[src/hw/nvac_pkg.sv]
// Package: constants for the data EEPROM access control block
package nvac_pkg;
  // Special function register locations
  localparam logic [7:0] ADDR_REG_LOC      = 8'h40;   // Control register location in bank 1
  localparam logic [1:0] BANK_ZERO         = 2'h0;
  localparam logic [1:0] BANK_ONE          = 2'h1;
  // Control register fields
  localparam int         BIT_RD            = 0;
  localparam int         BIT_FETCH_PERMIT_BIT          = 1;
  localparam int         BIT_WR            = 2;
  localparam int         BIT_PROGRAM_PERMIT_BIT          = 3;
  localparam logic [7:0] CTRL_RESET        = 8'h00;
  localparam logic [7:0] CTRL_IMPL_MASK    = 8'h0f;
  // Array geometry
  localparam int         ADDR_W            = 6;
  localparam int         DATA_W            = 8;
  localparam int         DEPTH             = 64;
  // Timing
  localparam int         CLK_MHZ           = 50;
  localparam int         READ_CYCLES       = 4;        // Fetch duration in clocks
  localparam int         PROG_TIME_US      = 100;      // Program cycle duration in microseconds
  localparam int         PROG_CYCLES       = PROG_TIME_US * CLK_MHZ;
  // Access state machine
  typedef enum logic [1:0] {
    NVAC_IDLE  = 2'b00,
    NVAC_FETCH = 2'b01,
    NVAC_PROG  = 2'b11
  } nvac_state_t;
endpackage : nvac_pkg

[src/hw/nvac_top.sv]
// Module: data EEPROM access control, bank-mapped special function registers
`timescale 1ns/10ps
`default_nettype none
// Functional notes
// - Writes to array need program permit set
// - Write trigger starts program, hardware clears after
// - Write trigger ignored unless permit already set
// - Reads of array need fetch permit set
// - Read trigger starts fetch, hardware clears after
// - Read trigger ignored unless permit already set
// - Reset clears control bits and bank selector
// - Fetched byte lands on the same clock the read trigger clears
// - Data register holds until next operation
// - Program timed by own timer; trigger clear signals
// - Cycle end sets request flag and group flag
// - Vector only when enables set, stack free
// - Service clears group flag; software clears own
// - Array is 64 bytes, 6-bit address
// - Control at 40H bank 1 via pointer only
module nvac_top #(
  parameter int PROG_COUNT = nvac_pkg::PROG_CYCLES  // Program cycle length, shortenable
) (
  // Clock and reset
  input  wire logic       i_mclk,
  input  wire logic       i_nrst,
  // Direct special function register port (bank 0 registers)
  input  wire logic       i_addr_wr,       // Write address register
  input  wire logic       i_data_wr,       // Write data register
  input  wire logic [7:0] i_wdata,         // Write data bus
  // Bank selector and indirect pointer one
  input  wire logic       i_bank_wr,       // Write bank selector
  input  wire logic       i_ptr_wr,        // Write indirect pointer one
  input  wire logic       i_ind_wr,        // Write through indirect access one
  // Interrupt controls
  input  wire logic       i_global_irq_enable,
  input  wire logic       i_nv_irq_enable,
  input  wire logic       i_mf_irq_enable,
  input  wire logic       i_stack_full,
  input  wire logic       i_irq_service,   // Vector taken, clears group flag
  input  wire logic       i_nv_flag_clr,   // Software clears request flag
  // Register read back
  output logic [7:0]      o_nv_address_reg,
  output logic [7:0]      o_nv_data_reg,
  output logic [7:0]      o_indirect_access_one,  // Control when mapped, else zero
  output logic [1:0]      o_bank_select,
  output logic [7:0]      o_indirect_pointer_one,
  // Interrupt outputs
  output logic            o_nv_irq_flag,
  output logic            o_mf_irq_flag,
  output logic            o_irq_vector
);

  // Array storage, no reset on contents
  logic [nvac_pkg::DATA_W-1:0] mem [nvac_pkg::DEPTH];

  // Control bits and state
  logic [3:0]            ctrl;             // Permit and trigger bits
  nvac_pkg::nvac_state_t state;
  logic [15:0]           timer;            // Fetch and program timer
  logic [nvac_pkg::ADDR_W-1:0] addr;
  logic [7:0]            data;
  logic [1:0]            bank;
  logic [7:0]            ptr;
  logic                  nv_flag;
  logic                  mf_flag;
  logic                  vector;

  // Decode of the indirect window onto the control register
  wire        ctrl_mapped = (bank == nvac_pkg::BANK_ONE) && (ptr == nvac_pkg::ADDR_REG_LOC);
  wire        ctrl_wr     = i_ind_wr && ctrl_mapped;
  wire [3:0]  wr_bits     = i_wdata[3:0];  // Upper bits dropped
  // Triggers only honoured when permit was already set before this write
  wire        start_rd    = ctrl_wr && wr_bits[nvac_pkg::BIT_RD] && ctrl[nvac_pkg::BIT_FETCH_PERMIT_BIT]
                            && (state == nvac_pkg::NVAC_IDLE);
  wire        start_wr    = ctrl_wr && wr_bits[nvac_pkg::BIT_WR] && ctrl[nvac_pkg::BIT_PROGRAM_PERMIT_BIT]
                            && (state == nvac_pkg::NVAC_IDLE) && !start_rd;
  wire        fetch_done  = (state == nvac_pkg::NVAC_FETCH) && (timer == 16'(nvac_pkg::READ_CYCLES - 1));
  wire        prog_done   = (state == nvac_pkg::NVAC_PROG) && (timer == 16'(PROG_COUNT - 1));
  wire        cycle_done  = fetch_done || prog_done;
  // Write permit checked again at commit; clearing it aborts the store
  wire        commit_wr   = prog_done && ctrl[nvac_pkg::BIT_PROGRAM_PERMIT_BIT];

  // Next control: software permits, triggers held by hardware
  logic [3:0] next_ctrl;
  always_comb begin
    next_ctrl = ctrl;
    if (ctrl_wr) begin
      next_ctrl[nvac_pkg::BIT_PROGRAM_PERMIT_BIT] = wr_bits[nvac_pkg::BIT_PROGRAM_PERMIT_BIT];
      next_ctrl[nvac_pkg::BIT_FETCH_PERMIT_BIT] = wr_bits[nvac_pkg::BIT_FETCH_PERMIT_BIT];
      // Clearing a trigger mid-cycle is not allowed; only starts set it
      next_ctrl[nvac_pkg::BIT_WR]   = ctrl[nvac_pkg::BIT_WR] | start_wr;
      next_ctrl[nvac_pkg::BIT_RD]   = ctrl[nvac_pkg::BIT_RD] | start_rd;
    end
    if (fetch_done) begin
      next_ctrl[nvac_pkg::BIT_RD] = 1'b0;
    end
    if (prog_done) begin
      next_ctrl[nvac_pkg::BIT_WR] = 1'b0;
    end
  end

  // Control, bank and pointer registers
  always_ff @(posedge i_mclk or negedge i_nrst) begin
    if (!i_nrst) begin
      ctrl <= nvac_pkg::CTRL_RESET[3:0];
      bank <= nvac_pkg::BANK_ZERO;
      ptr  <= 8'h00;
    end else begin
      ctrl <= next_ctrl;
      if (i_bank_wr) begin
        bank <= i_wdata[1:0];
      end
      if (i_ptr_wr) begin
        ptr <= i_wdata;
      end
    end
  end

  // Sequencer: the program timer is local, standing in for the array's own timer
  always_ff @(posedge i_mclk or negedge i_nrst) begin
    if (!i_nrst) begin
      state <= nvac_pkg::NVAC_IDLE;
      timer <= 16'h0000;
    end else begin
      unique case (state)
        nvac_pkg::NVAC_IDLE: begin
          timer <= 16'h0000;
          if (start_rd) begin
            state <= nvac_pkg::NVAC_FETCH;
          end else if (start_wr) begin
            state <= nvac_pkg::NVAC_PROG;
          end
        end
        default: begin
          timer <= timer + 16'h0001;
          if (cycle_done) begin
            state <= nvac_pkg::NVAC_IDLE;
          end
        end
      endcase
    end
  end

  // Address and data registers; fetched byte loaded with the trigger clear
  always_ff @(posedge i_mclk or negedge i_nrst) begin
    if (!i_nrst) begin
      addr <= '0;
      data <= 8'h00;
    end else begin
      if (i_addr_wr) begin
        addr <= i_wdata[nvac_pkg::ADDR_W-1:0];
      end
      if (fetch_done && ctrl[nvac_pkg::BIT_FETCH_PERMIT_BIT]) begin
        data <= mem[addr];
      end else if (i_data_wr) begin
        data <= i_wdata;    // Otherwise held
      end
    end
  end

  // Array store on program completion
  always_ff @(posedge i_mclk) begin
    if (commit_wr) begin
      mem[addr] <= data;
    end
  end

  // Request flags: set beats clear
  always_ff @(posedge i_mclk or negedge i_nrst) begin
    if (!i_nrst) begin
      nv_flag <= 1'b0;
      mf_flag <= 1'b0;
      vector  <= 1'b0;
    end else begin
      nv_flag <= cycle_done | (nv_flag & ~i_nv_flag_clr);
      mf_flag <= cycle_done | (mf_flag & ~i_irq_service);
      vector  <= mf_flag && nv_flag && i_global_irq_enable && i_nv_irq_enable
                 && i_mf_irq_enable && !i_stack_full && !i_irq_service;
    end
  end

  // Registered read back
  always_ff @(posedge i_mclk or negedge i_nrst) begin
    if (!i_nrst) begin
      o_nv_address_reg       <= 8'h00;
      o_nv_data_reg          <= 8'h00;
      o_indirect_access_one  <= 8'h00;
      o_bank_select          <= 2'h0;
      o_indirect_pointer_one <= 8'h00;
      o_nv_irq_flag          <= 1'b0;
      o_mf_irq_flag          <= 1'b0;
      o_irq_vector           <= 1'b0;
    end else begin
      o_nv_address_reg       <= {2'b00, addr};
      o_nv_data_reg          <= data;
      o_indirect_access_one  <= ctrl_mapped ? ({4'h0, ctrl} & nvac_pkg::CTRL_IMPL_MASK) : 8'h00;
      o_bank_select          <= bank;
      o_indirect_pointer_one <= ptr;
      o_nv_irq_flag          <= nv_flag;
      o_mf_irq_flag          <= mf_flag;
      o_irq_vector           <= vector;
    end
  end

  // Checks
  rd_gate_a: assert property (@(posedge i_mclk) disable iff (!i_nrst)
    (ctrl_wr && wr_bits[0] && !ctrl[1]) |=> !ctrl[0]) else $error("read trigger set without permit");
  wr_gate_a: assert property (@(posedge i_mclk) disable iff (!i_nrst)
    (ctrl_wr && wr_bits[2] && !ctrl[3]) |=> !ctrl[2]) else $error("write trigger set without permit");
  fetch_len_a: assert property (@(posedge i_mclk) disable iff (!i_nrst)
    start_rd |=> ctrl[0] [*4] ##1 !ctrl[0]) else $error("fetch length wrong");
  flag_set_a: assert property (@(posedge i_mclk) disable iff (!i_nrst)
    cycle_done |=> nv_flag && mf_flag) else $error("flags not set at cycle end");
  trig_clr_a: assert property (@(posedge i_mclk) disable iff (!i_nrst)
    prog_done |=> !ctrl[2]) else $error("write trigger not cleared");
  data_hold_a: assert property (@(posedge i_mclk) disable iff (!i_nrst)
    (!fetch_done && !i_data_wr) |=> $stable(data)) else $error("data register changed");
  vec_gate_a: assert property (@(posedge i_mclk) disable iff (!i_nrst)
    (i_stack_full || !i_global_irq_enable) |=> !vector) else $error("vector while blocked");
  hi_zero_a: assert property (@(posedge i_mclk) disable iff (!i_nrst)
    o_indirect_access_one[7:4] == 4'h0) else $error("upper control bits nonzero");
  rd_cov: cover property (@(posedge i_mclk) disable iff (!i_nrst) fetch_done);
  wr_cov: cover property (@(posedge i_mclk) disable iff (!i_nrst) commit_wr);
  vec_cov: cover property (@(posedge i_mclk) disable iff (!i_nrst) vector);

endmodule : nvac_top // nvac_top
`default_nettype wire

[config.mk]
export PLATFORM = sky130hd
export DESIGN_NAME = nvac_top
export DESIGN_NICKNAME = d
export VERILOG_FILES = /design/src/hw/nvac_pkg.sv /design/src/hw/nvac_top.sv
export SDC_FILE = /design/constraint.sdc
export NUM_CORES = 1
export LEC_CHECK = 0
export ABC_AREA = 1
export BUFFER_PORTS_ARGS = -buffer_cell sky130_fd_sc_hd__buf_2
export CORE_UTILIZATION = 45
export DETAILED_ROUTE_END_ITERATION = 8
export SETUP_SLACK_MARGIN = 0.05
export SYNTH_ARGS = -nofsm -noshare
export SYNTH_HDL_FRONTEND = slang
export SYNTH_SLANG_ARGS = --single-unit
export TNS_END_PERCENT = 1
[constraint.sdc]
create_clock -name i_mclk -period 3.45 [get_ports i_mclk]
set_input_delay 0 -clock i_mclk [delete_from_list [all_inputs] [get_ports i_mclk]]
set_output_delay 0 -clock i_mclk [all_outputs]
set_load 0.01 [all_outputs]
==> results of run 1 <==
cells in the mapped netlist (2+ instances only):
cell type | count | area, µm²
buf_6 | 2 | 22.5
or2_2 | 23 | 144
nand2_1 | 612 | 2300
mux2_2 | 4 | 45.0
nand4_1 | 7 | 43.8
o21ai_1 | 11 | 55.1
edfxtp_1 | 512 | 15400
buf_2 | 56 | 280
o211ai_1 | 56 | 420
inv_1 | 454 | 1700
inv_4 | 2 | 12.5
a21oi_1 | 9 | 45.0
inv_2 | 5 | 18.8
nand3_1 | 209 | 1050
xor2_1 | 4 | 35.0
clkbuf_1 | 15 | 56.3
nor2_1 | 213 | 800
o21ai_0 | 71 | 355
nor3_4 | 6 | 97.6
nor3_1 | 11 | 55.1
nor4_1 | 4 | 25.0
buf_4 | 23 | 173
dfrtp_1 | 80 | 2000
critical path, cell delays in order, from the launching register on:
cell and delay [ns]:
dfrtp_1 0.38, ha_1 0.20, nand2_1 0.08, nor3_1 0.18, nand3_1 0.19, nor2_4 0.28
nand3_1 0.22, buf_4 0.27, nor2_1 0.56
final timing paths:
| path | startpoint | endpoint | cells after the start |
|---|---|---|---|
| max reg2reg | timer[0] | mem[6][7] | 8 |
| min in group i_mclk | i_nv_flag_clr | nv_flag | 3 |
| min | i_nrst | data[7] | 2 |
| max | timer[0] | mem[6][7] | 8 |
| max in group asynchronous | i_nrst | addr[0] | 2 |
| min reg2reg | vector | o_irq_vector | 0 |
area by class of cell:
| cell class | count | share of cell area |
|---|---|---|
| sequential | 592 | 0.603 |
| timing repair buffer | 171 | 0.0452 |
| clock inverter | 38 | 0.00941 |
| clock buffer | 75 | 0.0561 |
| inverter | 462 | 0.0608 |
| tap | 748 | 0.0324 |
| multi-input combinational | 1255 | 0.194 |
kinds of logic after synthesis:
| group | after synthesis | share of synthesized area |
|---|---|---|
| simple gates | 1090 | 0.180 |
| flops | 592 | 0.689 |
| buf+inv | 561 | 0.0917 |
| compound gates | 149 | 0.0353 |
| xor+xnor | 5 | 0.00174 |
| mux | 4 | 0.00178 |
| fa+ha+maj | 1 | 0.000496 |
| other cells | 1 | 0.000149 |
report_power, final:
| group | total [W] | internal, W | switching (W) |
|---|---|---|---|
| Clock | 0.00622 | 0.00353 | 0.00269 |
| Combinational | 0.00114 | 0.000324 | 0.000819 |
| Sequential | 0.00809 | 0.00792 | 0.000167 |
| Total | 0.0155 | 0.0118 | 0.00368 |
through the flow:
| stage | std cells | total power, W | utilization | hold WS [ns] | setup slack, ns |
|---|---|---|---|---|---|
| 2_1_floorplan | 2408 | 0.00886 | - | -0.296 | 1.39 |
| 3_3_place_gp | 3200 | 0.00934 | 0.484 | 0.183 | 0.748 |
| 3_5_place_dp | 3200 | 0.00935 | 0.484 | 0.191 | 0.700 |
| 4_1_cts | 3341 | 0.0156 | 0.523 | 0.0748 | 0.684 |
| 5_1_grt | 3341 | 0.0160 | 0.523 | 0.120 | 0.509 |
| 6_report | 3341 | 0.0155 | 0.523 | 0.0959 | 0.720 |
per-layer routing:
metal	share of wire	vias up	track usage
met1	0.44	8009	0.299
li1	-	8003	-
met5	0	-	0
met3	0.067	94	0.0382
met2	0.47	483	0.352
met4	0.024	0	0.0602
repair_timing:
item / in CTS / in global routing
gates resized for setup: 0 / 0
hold endpoints to repair: 113 / 0
hold buffers: 28 / 0
==> flow_metrics.tcl, run 1 <==
set metrics [dict create \
    cts_setup_buffers 0 \
    drcViolationCount 0 \
    grt_overflow 0 \
    synth_area_um2 25200 \
    leakagePower_nw 12.5 \
    antenna_found_initial 0 \
    cts_sinks 592 \
    routedWlPerCell_um 18.2 \
    synth_edf_count 512 \
    ys_ff_latch 592 \
    synthCells 2403 \
    multi_input_area_um2 5590 \
    status "finished, final reports clean" \
    max_cap_violations 0 \
    fin_skew_ns 0.0241 \
    grt_max_degree 172 \
    post-route-min-period_ns 2.73 \
    regMostFlops "mem" \
    cp-end-kind "flip-flop" \
    postSynthAreaPerCell_um2 10.5 \
    ir_worst_vdd_mv 0.425 \
    post_dp_cell_area_um2 26700 \
    portBuffers 51 \
    finalHoldViolations 0 \
    cts_buffers 61 \
    largest_reg_flops 512 \
    pin_count 58 \
    core_um2 55200 \
    yosysSeqAreaShare 0.689 \
    tns_ns 0 \
    via_per_inst 4.97 \
    hpwl_mm 37.3 \
    area_growth_pct 14.4 \
    critPathKind "reg -> reg" \
    path_clk_slew_ns 0.06 \
    drive_above_1_share 0.109 \
    cts-root-buf "clkbuf_16" \
    fp.dieW_um 239 \
    yosysWarnings 0 \
    top_regs "mem (512), timer (16)" \
    drt-initial-drc-count 1439 \
    slew_viol_final 0 \
    startpoint_type "flip-flop" \
    diodes 0 \
    synth_cell_types 37 \
    start_util 0.457 \
    row_count 86 \
    final_cell_area_um2 28900 \
    cts_buffer_depth 3 \
    cp_max_fo 8 \
    fmax_ghz 0.366 \
    maxSlewHeadroom 0.264 \
    rsz0062_at_grt "no" \
    drt_first_pass_iters 5 \
    cts_tree "yes" \
    insertion_delay_ns 0.64 \
    grt_pass1_wl_mm 93.2 \
    layout_common_cells "612 x nand2_1, 512 x edfxtp_1, 454 x inv_1" \
    htree_levels 2 \
    powerDensity_nw_per_um2 535 \
    async_flop_share 0.135 \
    setup_viol 0 \
    cp_data_required_time_ns 3.70 \
    routed_wl_mm 60.9 \
    worst_pin_slew_ns 1.10 \
    vias 16589 \
    grt_usage 0.217 \
    nets 2565 \
    synth_ff_type "edfxtp_1" \
    num-fill-cells 4860 \
    arrival_ns 2.98 \
    hold_class "in -> async" \
    ant_nets 0 \
    layout_commonest_cell "nand2_1" \
    final-seq-area_um2 17400 \
    grt_pass1_vias 15954 \
    fin_crit_sh 0.791 \
    routabilityCongestion 0.862 \
    die_h_um 239 \
    reg2reg_slack_ns 0.72 \
    dieArea_um2 57000 \
]
Note: power is estimated with default switching activity, not from simulation.
==> run 2: changes to the inputs <==
- clock period: 3.45 -> 2.66 ns (I/O delays scaled with it)
==> flow_metrics.tcl, run 2 (synthesis results as in run 1) <==
set metrics [dict create \
    area_growth_pct 16.4 \
    start_util 0.457 \
    row_count 86 \
    post-route-min-period_ns 2.47 \
    setup_viol 0 \
    grt_pass1_wl_mm 92.7 \
    cts_resized 0 \
    reg2regPathDepth 7 \
    slew_viol_final 0 \
    htree_levels 3 \
    via_per_inst 4.90 \
    fmax_ghz 0.405 \
    layout_commonest_cell "nand2_1" \
    powerDensity_nw_per_um2 699 \
    grt_usage 0.218 \
    diodes 0 \
    drcViolationCount 0 \
    fin_skew_ns 0.0240 \
    vias 16522 \
    rsz0062_at_grt "no" \
    routed_wl_mm 60.7 \
    cts_buffers 66 \
    largest_reg_flops 512 \
    multi_input_area_um2 5590 \
    critPathKind "reg -> reg" \
    insertion_delay_ns 0.60 \
    final-seq-area_um2 17400 \
    hpwl_mm 37.4 \
    status "finished, final reports clean" \
    dieArea_um2 57000 \
    post_dp_cell_area_um2 27100 \
    cp_max_fo 18 \
    cts_sinks 592 \
    pin_count 58 \
    regMostFlops "mem" \
    fin_crit_sh 0.928 \
    cp_data_required_time_ns 2.95 \
    finalHoldViolations 0 \
    nets 2601 \
    core_um2 55200 \
    maxSlewHeadroom 0.334 \
    layout_common_cells "612 x nand2_1, 512 x edfxtp_1, 454 x inv_1" \
    grt_overflow 0 \
    ir_worst_vdd_mv 0.402 \
    grt_pass1_vias 15920 \
    drt_first_pass_iters 6 \
    ant_nets 0 \
    routabilityCongestion 0.863 \
    portBuffers 51 \
    cts_tree "yes" \
    top_regs "mem (512), timer (16)" \
    cts_buffer_depth 3 \
    cp-end-kind "flip-flop" \
    cts-root-buf "clkbuf_16" \
    arrival_ns 2.76 \
    num-fill-cells 4758 \
    grt_max_degree 81 \
    antenna_found_initial 0 \
    final_cell_area_um2 29400 \
    fp.dieW_um 239 \
    routedWlPerCell_um 18.0 \
    worst_pin_slew_ns 0.999 \
    drive_above_1_share 0.123 \
    die_h_um 239 \
    leakagePower_nw 12.7 \
    startpoint_type "flip-flop" \
    drt-initial-drc-count 1358 \
    tns_ns 0 \
    hold_class "in -> async" \
    path_clk_slew_ns 0.06 \
    max_cap_violations 0 \
]
==> run 2: worst max-delay path, stage by stage, from the launching register on <==
cell,delay (ns)
dfrtp_1,0.49
inv_1,0.13
nor2_4,0.62
buf_12,0.24
nand3_1,0.16
buf_4,0.22
nor2_1,0.09
buf_4,0.19
==> run 2: timing repair <==
item                                    4_1_cts  5_1_grt
setup buffers                                 0        1
endpoints found under the setup margin        0        6
hold buffers                                 26        0
endpoints found under the hold margin       113        0
==> run 2: worst paths after layout <==
kind | from | to | slack (ns)
setup reg to reg | addr[2] | mem[20][1] | 0.19
max in group asynchronous | i_nrst | addr[0] | 1.79
hold reg to reg | vector | o_irq_vector | 0.35
setup / recovery | addr[2] | mem[20][1] | 0.19
hold / removal | i_nrst | o_nv_data_reg[6] | 0.11
min in group i_mclk | i_nv_flag_clr | nv_flag | 0.14
==> run 2: cell type report <==
cell class / instances / share of cell area
Timing Repair Buffer: 202 / 0.0581
Clock inverter: 27 / 0.00562
Multi-Input combinational cell: 1255 / 0.190
Clock buffer: 89 / 0.0626
Tap cell: 748 / 0.0319
Inverter: 462 / 0.0597
Sequential cell: 592 / 0.592
==> run 2: report_power, final <==
part           switching (W)  internal [W]  total, W
Combinational        0.00117      0.000490   0.00166
Clock                0.00350       0.00494   0.00845
Sequential          0.000148        0.0103    0.0104
Total                0.00482        0.0157    0.0205
==> run 2: routing by layer <==
metal | GRT usage | up-vias | wire length (µm)
met2 | 0.355 | 487 | 28800
li1 | - | 8069 | -
met4 | 0.0841 | 0 | 1740
met5 | 0 | - | 0
met3 | 0.0277 | 108 | 3440
met1 | 0.300 | 7858 | 26700
==> run 2: per-stage QoR <==
| stage | hold WS (ns) | utilization | worst slack (ns) | power [W] | std cells |
|---|---|---|---|---|---|
| floorplan | -0.296 | - | 0.597 | 0.0115 | 2408 |
| global placement | 0.168 | 0.491 | 0.250 | 0.0122 | 3232 |
| detailed placement | 0.180 | 0.491 | 0.217 | 0.0122 | 3232 |
| CTS | 0.109 | 0.532 | 0.195 | 0.0207 | 3374 |
| global route | 0.155 | 0.532 | 0.0529 | 0.0212 | 3375 |
| finish | 0.114 | 0.532 | 0.192 | 0.0205 | 3375 |
==> run 3: changes to the inputs <==
- clock period: 2.66 -> 2.5 ns (I/O delays scaled with it)
==> flow_metrics.tcl, run 3 (synthesis results as in run 1) <==
set metrics [dict create \
    routed_wl_mm 63.3 \
    post-route-min-period_ns 2.34 \
    cpPeakStageDelay_ns 0.50 \
    drive_above_1_share 0.127 \
    pin_count 58 \
    met1_usage 0.306 \
    tns_ns 0 \
    cpMostUsedCell "nand2_1" \
    startpoint_type "flip-flop" \
    hold_slack_ns 0.109 \
    routabilityCongestion 0.884 \
    diodes 0 \
    powerDensity_nw_per_um2 737 \
    fin_crit_sh 0.936 \
    layout_commonest_cell "nand2_1" \
    top_regs "mem (512), timer (16)" \
    num-fill-cells 4822 \
    cts_buffer_depth 3 \
    drt_first_pass_iters 5 \
    dieArea_um2 57000 \
    vias 16889 \
    die_h_um 239 \
    insertion_delay_ns 0.63 \
    cp-end-kind "flip-flop" \
    crit_slowest_cell "dfrtp_1" \
    fp.dieW_um 239 \
    core_um2 55200 \
    cpLargestDelayFamily "simple AND/OR/NAND/NOR gates" \
    grt_max_degree 97 \
    fin_skew_ns 0.0166 \
    drcViolationCount 0 \
    path_clk_slew_ns 0.06 \
    setup_viol 0 \
    grt_pass1_wl_mm 96.9 \
    ant_nets 0 \
    critPathKind "reg -> reg" \
    routedWlPerCell_um 18.7 \
    cts_sinks 592 \
    via_per_inst 4.99 \
    grtUsageMet3 0.0322 \
    status "finished, final reports clean" \
    use_met2 0.373 \
    grt_usage 0.226 \
    fmax_ghz 0.427 \
    ir_worst_vdd_mv 0.523 \
    area_growth_pct 16.8 \
    drt-initial-drc-count 1561 \
    cts_tree "yes" \
    hpwl_mm 39.6 \
    max_cap_violations 0 \
    start_util 0.457 \
    worst_pin_slew_ns 0.783 \
    top_usage_layer "met2" \
    cts_buffers 61 \
    layout_common_cells "612 x nand2_1, 512 x edfxtp_1, 454 x inv_1" \
    htree_levels 2 \
    nets 2614 \
    row_count 86 \
    portBuffers 51 \
    arrival_ns 2.86 \
    cp_max_fo 16 \
    cp_data_required_time_ns 3.02 \
    leakagePower_nw 12.8 \
    rsz0062_at_grt "yes" \
    fin_util 0.534 \
    regMostFlops "mem" \
    slew_viol_final 0 \
    hold_class "in -> reg" \
    finalHoldViolations 0 \
    grt_overflow 0 \
    crit_chain "nand2_1 -> inv_1 -> buf_4 -> nand3_1 -> nand2_1 -> o21ai_0 -> nand2_1 -> nor2_1 -> nand3_1 -> nand2_1 -> inv_1" \
    maxSlewHeadroom 0.478 \
    antenna_found_initial 0 \
    largest_reg_flops 512 \
    cp_num_buf_inv 3 \
    cts-root-buf "clkbuf_16" \
    grt_pass1_vias 16469 \
]
[run 3: final cells by class]
class	instances	area [µm²]	share of cell area
Clock buffer	85	1710	0.0580
Clock inverter	25	220	0.00747
Tap cell	748	936	0.0318
Sequential cell	592	17400	0.590
Inverter	462	1760	0.0596
Multi-Input combinational cell	1255	5610	0.190
Timing Repair Buffer	220	1850	0.0627
[run 3: where the power goes]
group | switching (W) | internal (W) | leakage (nW) | total [W]
Combinational | 0.00129 | 0.000536 | 6.19 | 0.00183
Clock | 0.00371 | 0.00513 | 0.940 | 0.00884
Sequential | 0.000119 | 0.0109 | 5.63 | 0.0110
Total | 0.00512 | 0.0166 | 12.8 | 0.0217
[run 3: tightest hold or removal path, stage by stage]
cell           delay [ns]
dlygate4sd3_1        0.53
buf_2                0.10
o21ai_0              0.06
[run 3: stage by stage]
stage | instances | setup slack (ns) | cell area (µm²) | total power (W)
5_1_grt | 3387 | 0.0243 | 29500 | 0.0224
3_3_place_gp | 3247 | -0.0384 | 27200 | 0.0130
3_5_place_dp | 3247 | -0.0242 | 27200 | 0.0130
2_1_floorplan | 2408 | 0.437 | 25300 | 0.0122
4_1_cts | 3384 | 0.0148 | 29400 | 0.0219
6_report | 3387 | 0.159 | 29500 | 0.0217
[run 3: repair_timing]
| item | 4_1_cts | 5_1_grt |
|---|---|---|
| pin swaps | 0 | 1 |
| endpoints found under the hold margin | 113 | 0 |
| gates resized for setup | 1 | 10 |
| hold buffers | 27 | 0 |
| setup buffers | 0 | 3 |
| setup endpoints to repair | 9 | 176 |
| cloned | 0 | 0 |
[run 3: worst paths after layout]
path	cells past startpoint	startpoint	slack [ns]	endpoint
setup / recovery	11	addr[1]	0.16	data[5]
hold / removal	3	i_nv_flag_clr	0.11	nv_flag
setup reg to reg	11	addr[1]	0.16	data[5]
hold reg to reg	0	vector	0.36	o_irq_vector
max in group asynchronous	4	i_nrst	1.76	timer[7]
min in group asynchronous	4	i_nrst	0.48	o_nv_data_reg[2]
[run 3: layer usage]
layer	routed length (µm)	vias to the layer above
met5	0	-
met4	1840	0
met3	4070	105
met2	30400	568
met1	27100	8134
li1	-	8082
